[src/crbc_map.vh]
`ifndef CRBC_MAP_VH
`define CRBC_MAP_VH
`define CRBC_ROLE_STD 8'h00
`define CRBC_ROLE_ACTIVE 8'h01
`define CRBC_ROLE_STBY1 8'h02
`define CRBC_ROLE_STBY3 8'h04
`define CRBC_ROLE_ALWAYS 8'h05
`define CRBC_CLK_MHZ 100
`define CRBC_FAULT_DLY_US 10
`define CRBC_TURNON_DLY_US 100
`define CRBC_WAKE_MS 3
`define CRBC_SLEEP_MS 5
`define CRBC_WAKE_CYC (`CRBC_WAKE_MS * 1000 * `CRBC_CLK_MHZ - 1)
`define CRBC_SLEEP_CYC (`CRBC_SLEEP_MS * 1000 * `CRBC_CLK_MHZ - 1)
`define CRBC_FAULT_CYC (`CRBC_FAULT_DLY_US * `CRBC_CLK_MHZ)
`define CRBC_TURNON_CYC (`CRBC_TURNON_DLY_US * `CRBC_CLK_MHZ)
`endif

[src/crbc_sync.v]
`timescale 1ns/10ps
module crbc_sync
(
  input wire i_clk,
  input wire i_rst_n,
  input wire [4:0] i_async,
  output reg [4:0] o_sync
);
  reg [4:0] meta_r;
  always @(posedge i_clk or negedge i_rst_n)
  begin
    if (!i_rst_n)
    begin
      meta_r <= 5'h00;
      o_sync <= 5'h00;
    end
    else
    begin
      meta_r <= i_async;
      o_sync <= meta_r;
    end
  end
endmodule // crbc_sync

[src/crbc_top.v]
// Operation
// - The supply drives the shared wake/fault line as a three-state output announcing faults.
// - Healthy always-on drives high, healthy standby roles float the line, any faulted supply drives low.
// - With the line held high a standby-role supply may sleep when load is light.
// - With the line floating every standby-role supply is forced on.
// - Own fault pulls the line low within 10 us and a low line wakes standby supplies within 100 us.
// - A standby supply wakes within 3 ms after the share level rises across its wake threshold; the code counts the full 3 ms after the sync flops.
// - An active standby supply sleeps within 5 ms after the share level falls below its sleep threshold; the code counts the full 5 ms after the sync flops.
// - Standby on/off decisions use only this supply's own share sensing.
// - After waking, the comparison switches to the lower disable threshold for hysteresis.
// - Role codes are 00h standard, 01h always-on, 02h-04h standby one to three, 05h always standby.
// - Standby-role supplies revert their role to standard redundancy whenever the line is pulled low.
// - Cold standby only while power is requested, standby permit is deasserted and role is 02h-04h; a sleeping supply set to 05h stays asleep.
`timescale 1ns/10ps
`include "crbc_map.vh"
module crbc_top
(
  input wire i_clk,
  input wire i_rst_n,
  input wire [7:0] i_role,
  input wire i_role_wr,
  input wire i_fault,
  input wire i_power_on_request_n,
  input wire i_standby_permit_n,
  input wire i_share_above_en,
  input wire i_share_above_dis,
  input wire i_line_in,
  input wire i_line_pulled,
  output reg o_line_out,
  output reg o_line_oe,
  output reg o_converter_on,
  output reg [7:0] o_role,
  output reg o_power_good_out
);
  parameter WAKE_CYC = `CRBC_WAKE_CYC;
  parameter SLEEP_CYC = `CRBC_SLEEP_CYC;
  localparam ST_ON = 1'b0;
  localparam ST_SLEEP = 1'b1;
  reg rst_meta_r;
  reg rst_n_r;
  wire [4:0] sync_w;
  reg [7:0] role_r;
  reg [7:0] role_nxt;
  reg state_r;
  reg state_nxt;
  reg [19:0] cnt_r;
  reg [19:0] cnt_nxt;
  wire line_low;
  wire line_high;
  wire line_float;
  wire power_on_request_n;
  wire permit;
  wire en_cmp;
  wire dis_cmp;
  wire sleep_ok_w;
  wire wake_ok_w;
  wire drive_en_w;
  wire drive_high_w;

  function is_numbered;
    input [7:0] r;
    begin
      is_numbered = (r >= `CRBC_ROLE_STBY1) && (r <= `CRBC_ROLE_STBY3);
    end
  endfunction

  function is_standby;
    input [7:0] r;
    begin
      is_standby = is_numbered(r) || (r == `CRBC_ROLE_ALWAYS);
    end
  endfunction

  function is_active;
    input [7:0] r;
    begin
      is_active = (r == `CRBC_ROLE_ACTIVE);
    end
  endfunction

  always @(posedge i_clk or negedge i_rst_n)
  begin
    if (!i_rst_n)
    begin
      rst_meta_r <= 1'b0;
      rst_n_r <= 1'b0;
    end
    else
    begin
      rst_meta_r <= 1'b1;
      rst_n_r <= rst_meta_r;
    end
  end

  // Pins from the shared line and share comparators pass two flops before use.
  crbc_sync u_sync
  (
    .i_clk(i_clk),
    .i_rst_n(rst_n_r),
    .i_async({i_share_above_dis, i_share_above_en, i_line_pulled, i_line_in, ~i_power_on_request_n}),
    .o_sync(sync_w)
  );

  assign power_on_request_n = sync_w[0];
  // Low is read only when the line is low and some driver pulls it; a floating line has no driver pull and is read as float, not low.
  assign line_low = ~sync_w[1] & sync_w[2];
  assign line_high = sync_w[1];
  assign line_float = ~sync_w[1] & ~sync_w[2];
  assign en_cmp = sync_w[3];
  assign dis_cmp = sync_w[4];
  // The permit input is a configuration strap from local logic, so it is used directly.
  assign permit = ~i_standby_permit_n;
  // Sleep needs line high, power requested, no permit, numbered role and share below disable level.
  assign sleep_ok_w = line_high && power_on_request_n && !permit && is_numbered(role_r) && !dis_cmp && !i_fault;
  // Always standby ignores the share level, so only numbered roles wake on load.
  assign wake_ok_w = en_cmp && (role_r != `CRBC_ROLE_ALWAYS);
  // A fault always wins, so even a standby supply can pull the line low to wake the others.
  assign drive_en_w = i_fault || is_active(role_nxt);
  assign drive_high_w = !i_fault && is_active(role_nxt);

  always @*
  begin
    role_nxt = role_r;
    if (i_role_wr && (i_role <= `CRBC_ROLE_ALWAYS))
      role_nxt = i_role;
    // Checking the next role means a standby write during a low line never shows for a cycle.
    if (line_low && is_standby(role_nxt))
      role_nxt = `CRBC_ROLE_STD;
  end

  always @*
  begin
    state_nxt = state_r;
    cnt_nxt = 20'h00000;
    case (state_r)
      ST_ON:
      begin
        if (sleep_ok_w)
        begin
          if (cnt_r >= SLEEP_CYC[19:0])
            state_nxt = ST_SLEEP;
          else
            cnt_nxt = cnt_r + 20'h00001;
        end
      end
      ST_SLEEP:
      begin
        if (line_float || line_low || !is_standby(role_r) || !power_on_request_n || permit)
          state_nxt = ST_ON;
        else if (wake_ok_w)
        begin
          // The count runs WAKE_CYC+1 cycles of wake_ok_w, the whole 3 ms limit, on top of the sync delay.
          if (cnt_r >= WAKE_CYC[19:0])
            state_nxt = ST_ON;
          else
            cnt_nxt = cnt_r + 20'h00001;
        end
      end
      default:
        state_nxt = ST_ON;
    endcase
  end

  always @(posedge i_clk or negedge rst_n_r)
  begin
    if (!rst_n_r)
    begin
      role_r <= `CRBC_ROLE_STD;
      state_r <= ST_ON;
      cnt_r <= 20'h00000;
    end
    else
    begin
      role_r <= role_nxt;
      state_r <= state_nxt;
      cnt_r <= cnt_nxt;
    end
  end

  // The role output mirrors the next role, so a write shows on the same edge that loads role_r.
  always @(posedge i_clk or negedge rst_n_r)
  begin
    if (!rst_n_r)
    begin
      o_role <= `CRBC_ROLE_STD;
    end
    else
    begin
      o_role <= role_nxt;
    end
  end

  // Fault is a same-clock input, so the line goes low one edge later, far inside 10 us.
  // The enable stays low in reset so a supply coming up never fights the shared line.
  always @(posedge i_clk or negedge rst_n_r)
  begin
    if (!rst_n_r)
    begin
      o_line_out <= 1'b0;
      o_line_oe <= 1'b0;
    end
    else
    begin
      o_line_out <= drive_high_w;
      o_line_oe <= drive_en_w;
    end
  end

  // The converter defaults on in reset; the sleep path, a missing power request or a fault turns it off.
  always @(posedge i_clk or negedge rst_n_r)
  begin
    if (!rst_n_r)
    begin
      o_converter_on <= 1'b1;
      o_power_good_out <= 1'b0;
    end
    else
    begin
      o_converter_on <= (state_nxt == ST_ON) && power_on_request_n && !i_fault;
      o_power_good_out <= power_on_request_n && !i_fault;
    end
  end
endmodule // crbc_top

[config.mk]
export PLATFORM = sky130hd
export DESIGN_NAME = crbc_top
export DESIGN_NICKNAME = d
export VERILOG_FILES = /design/src/crbc_sync.v /design/src/crbc_top.v
export VERILOG_INCLUDE_DIRS = /design/src /design/src/src
export SDC_FILE = /design/constraint.sdc
export NUM_CORES = 1
export LEC_CHECK = 0
export BUFFER_PORTS_ARGS = -buffer_cell sky130_fd_sc_hd__buf_2
export CORE_MARGIN = 2
export CORE_UTILIZATION = 29
export DETAILED_ROUTE_END_ITERATION = 16
export PLACE_DENSITY = 0.49
export SLEW_MARGIN = 10
export SYNTH_ARGS = -nofsm -noshare
export SYNTH_HDL_FRONTEND = slang
export SYNTH_HIERARCHICAL = 1
export SYNTH_SLANG_ARGS = --single-unit
[constraint.sdc]
create_clock -name i_clk -period 1.36 [get_ports i_clk]
set_clock_uncertainty 0.05 [all_clocks]
set_input_delay 0.068 -clock i_clk [delete_from_list [all_inputs] [get_ports i_clk]]
set_output_delay 0.068 -clock i_clk [all_outputs]
set_load 0.02 [all_outputs]
[Word-level counts from Yosys, hierarchy flattened]
Cells that the tools add are included.
Cells by class
  bitwise gates (word level): 8
  equal/unequal tests: 4
  muxes and demuxes: 14
  $add $sub $neg: 1
  reductions and logical operators: 25
  order comparisons: 7
Operators with widths (count)
  $mux 20: 5
  $ge 20x19->1 const B: 2
  $pmux 20 s2: 1
  $le 8x3->1 const B: 3
  $add 20x1->20 const B: 1
  $eq 8x3->1 const B: 2
  $ge 8x2->1 const B: 2
  $mux 8: 2
  $logic_and 1x1->1: 14
  $eq 8x1->1 const B: 1
  $ne 8x3->1 const B: 1
  $logic_or 1x1->1: 7
  $not 1->1: 6
  $mux 1: 5
  $logic_not 1->1: 4
  $and 1x1->1: 2
  $pmux 1 s2: 1
Storage, ports and cells
  flip-flop bits (word level): 45
  input port bits: 18
  output and inout port bits: 12
  logic and storage cells: 70

[Longest topological paths before layout]
  depth in word-level cells: 12
  gate-level depth with buffers: 7
  mapped depth without buffers: 6

[Hierarchy]
The synthesis kept the hierarchy.
Modules (own cells, without submodules)
  crbc_top: area an instance 1821.7 um2, cells an instance 170, instances 1, seq. area each 877.1 um2
  crbc_sync: area an instance 250.2 um2, cells an instance 10, instances 1, seq. area each 250.2 um2

[Worst setup path before layout]
No wires, ideal clock.
  kind: reg-to-reg
  start: register role_r[3]
  end: register cnt_r[10]
  setup time: 0.082 ns
  required time: 1.228 ns
  stages on the path, launching flop included: 6
  path slack: -0.757 ns
  clock period less this slack: 2.117 ns
  buffers on the path: 1
  arrival time: 1.986 ns
  cells stage by stage: dfrtp_1 or4b_4 a2111o_1 a2bb2oi_2 buf_6 nor3_2
On the way
  longest elaborated chain between the ends: 9
  elaborated cells on any way between the ends: 18
  those cells by class: order compare (2); eq/ne (2); mux (4); reduce/logical (10)
RTL lines
  from (decl): line crbc_top.v:42  | reg [7:0] role_r;
  from (signal assigned): line crbc_top.v:168  | role_r <= `CRBC_ROLE_STD;
  from (signal assigned): line crbc_top.v:174  | role_r <= role_nxt;
  $ge 8x2->1 (no line) or $le 8x3->1 (tied branches)
  $logic_and 1x1->1: line crbc_top.v:63  | is_numbered = (r >= `CRBC_ROLE_STBY1) && (r <= `CRBC_ROLE_STBY3);
  $logic_or 1x1->1: line crbc_top.v:70  | is_standby = is_numbered(r) || (r == `CRBC_ROLE_ALWAYS);
  $logic_not 1->1: line crbc_top.v:148  | if (line_float || line_low || !is_standby(role_r) || !power_on_request_n || permit)
  $logic_or 1x1->1 (3 in a row): line crbc_top.v:148
  $mux 20: line crbc_top.v:148
  $pmux 20 s2 (*): line crbc_top.v:135  | case (state_r)
  named net cnt_nxt[10]: line crbc_top.v:47  | reg [19:0] cnt_nxt;
  to (signal assigned): line crbc_top.v:176  | cnt_r <= cnt_nxt;
  to (decl): line crbc_top.v:46  | reg [19:0] cnt_r;
The timed path passes the listed nets; every way through them passes the cells marked *.

[Final worst setup path]
  start: register role_r[0]
  end: register cnt_r[1]
The elaborated chain is that of the path after synthesis.

==> run summary <==
critical path's slowest cell -> or4b_4
Multi-input gate area -> 1020 um^2
Row Count -> 30
fmax -> 496 MHz
DP Area -> 2680 um^2
top_reg_cell synth -> dfrtp_1
Worst path max stage delay -> 0.56 ns
# setup viols final -> 26
I/O pin cnt -> 30
routed vias -> 1651
Synth async-reset ratio -> 100%
H-tree depth -> 2
largest net degree at the start of global routing -> 44
gpl congestion -> 0.815
die width -> 88.5 um
initial core utilization -> 30.2%
Pre-antenna DRT Iters -> 4
vias in the first global route -> 1723
Area growth, synth to finish -> 44.8%
Slew Limit Fails -> 0
Tot GR Track Use -> 13.5%
post-synthesis cell type count -> 46
Period Utilization, post-route -> 148%
Filler Cells Inserted -> 662
count leader, synth -> dfrtp_1
Worst Setup EP -> cnt_r[1]$_DFF_PN0_
First DRT Iteration DRCs -> 40
reg2reg path depth -> 5
initial antenna violation count -> 0
clock sink total -> 45
Synth area leaders -> dfrtp_1 (53%), nor3_2 (4.8%), xor2_1 (4.2%)
Overflow after GRT -> 0
class of the worst hold path -> in -> reg
final hold vios -> 0
yosys warns -> 6
clock buffer depth -> 2
cell taking the most area after synthesis -> dfrtp_1
Worst Path Class, Setup -> reg -> reg
worst vdd ir -> 494 uV
Root Driver -> clkbuf_8
Req. time, crit path -> 1.54 ns
die area -> 7840 um^2
#FFs+latches synth -> 45
RSZ-0062 raised after global routing -> true
die height -> 88.5 um
clock tree from TritonCTS -> done
Cell Area, Synth -> 2070 um^2
Pwr Density -> 914 nW/um^2
HP Start -> i_role[2]
status -> finished, violations left
global-route wire length before repair -> 8140 um
wire per inst -> 13.1 um
setup TNS -> -14.68 ns
Pleak -> 1.36 nW
Worst Setup End Kind -> flop
CP Launch Type -> flop
Post-synth EDFFs -> 0
Routed Antenna Nets -> 0
Design Power -> 0.00274 W
Core Area -> 6870 um^2
Placed Cells incl. Taps -> 344
register area -> 1140 um^2
CTS Buf Count -> 5
arrival time of the worst setup path -> 2.20 ns
fraction of layout cells with a size suffix above 1 -> 44.6%
Mapped Nets -> 199
Crit path depth -> 5
post-route insts no fill -> 363
Final #Nets -> 285
Buf/Inv on CP -> 1
DRT Wirelength -> 4740 um
final worst-path setup slack -> -0.656 ns
post-detail-place hpwl -> 3340 um
r2r endpoint -> cnt_r[1]$_DFF_PN0_
DR DRC count -> 0
Top Family by Delay on Critical Path -> simple AND/OR/NAND/NOR gates
Synth top area share -> 53.1%
Seq/Total Area, Yosys -> 54.4%
vias per cell -> 4.55
worst-path maximum fanout -> 11
crit path time final -> 2.02 ns
failing checks -> negative setup slack
ANT cells -> 0
top post-synthesis cells by count -> dfrtp_1 (44), nor3_1 (16), nand2_1 (13)
Finished Cell Area -> 3000 um^2
Avg Cell Area, Syn -> 11.5 um^2
Worst R2R Setup Slack -> -0.66 ns
CP startpoint -> role_r[0]$_DFF_PN0_
clk slew on worst S/H paths -> 0.10 ns
crit-path cells -> or4b_4 > a2111o_1 > a2bb2oi_4 > buf_12 > nor3b_2
Reg-to-Reg Start -> role_r[0]$_DFF_PN0_
Cells after Synth -> 180
final core occ -> 43.7%
# Max-Cap Violations -> 0
worst skew pair latency -> 0.30 ns
Port Buf Inserts -> 29
## cells in the final DEF (no fill, tap or decap), drive strengths merged, types with 3 or more instances in the layout
| master | n |
|---|---|
| nand4 | 4 |
| xor2 | 10 |
| xnor2 | 9 |
| and4 | 3 |
| mux2i | 4 |
| nor3 | 26 |
| dfrtp | 44 |
| nor2 | 6 |
| inv | 6 |
| nor3b | 3 |
| clkbuf | 5 |
| and2 | 6 |
| nand2 | 13 |
| buf | 76 |
| nand3 | 9 |
| dlygate4sd3 | 8 |
| nor4 | 3 |
## kinds of logic (layout without fill, tap and decap cells)
kind of cell    count (synthesis)  count (layout)  synth area share (%)
simple gates                   84              84                  25.1
flops                          45              45                  54.4
xor+xnor                       19              19                  8.03
compound gates                 17              17                  7.73
buf+inv                         8              95                  1.81
mux                             4               4                  1.93
other cells                     2               2                 0.362
fa+ha+maj                       1               1                 0.604
## registers in the layout, summed over array words and instances, names as in the netlist
name              cells
cnt_r                20
role_r                8
u_sync/meta_r         5
u_sync/o_sync         5
o_converter_on        1
o_line_oe             1
o_line_out            1
o_power_good_out      1
rst_meta_r            1
rst_n_r               1
state_r               1
## area by class of cell
type | instances | share of cell area [%]
tap | 96 | 4.00
inverter | 3 | 0.375
multi-input combinational | 127 | 33.9
timing repair buffer | 84 | 20.6
sequential | 45 | 37.9
clock buffer | 5 | 2.29
clock inverter | 3 | 0.959
## routing by layer
metal / vias to the layer above / track usage, % / part of all wire, %
li1: 818 / - / -
met3: 5 / 3.45 / 2.9
met5: - / 0 / 0
met1: 809 / 17.8 / 48
met4: 0 / 4.27 / 1.4
met2: 19 / 21.9 / 47
## worst min-delay path by stage
stage | to | slack [ns] | cells past startpoint
after floorplan | rst_meta_r$_DFF_PN0_ | -0.28 | 0
after global placement | rst_meta_r$_DFF_PN0_ | -0.20 | 1
after detailed placement | rst_meta_r$_DFF_PN0_ | -0.19 | 1
after CTS | rst_n_r$_DFF_PN0_ | 0.01 | 2
after global routing | role_r[2]$_DFF_PN0_ | 0.09 | 3
final | role_r[2]$_DFF_PN0_ | 0.03 | 3
## per-stage QoR
stage	hold WS, ns	setup slack, ns
after floorplan	-0.278	-0.648
after global placement	-0.196	-0.727
after detailed placement	-0.193	-0.821
after CTS	0.00969	-0.651
after global routing	0.0908	-0.729
final	0.0291	-0.656
## tightest hold or removal path: stages
cell     delay [ns]
buf_2          0.12
mux2i_1        0.07
nor2_1         0.08
## power breakdown
group / switching, W / internal, W / total [W]
clock: 0.000511 / 0.000388 / 0.000899
combinational: 0.000223 / 0.000193 / 0.000415
sequential: 0.0000341 / 0.00139 / 0.00143
total: 0.000768 / 0.00197 / 0.00274
## repair_timing
item                                   4_1_cts  5_1_grt
gates resized for setup                      9        9
buffers inserted                             2        1
endpoints found under the hold margin       10        2
hold buffers                                 7        1
setup endpoints to repair                   26       26
pin swaps                                    1        1
Power figures use the tool's default switching activity.
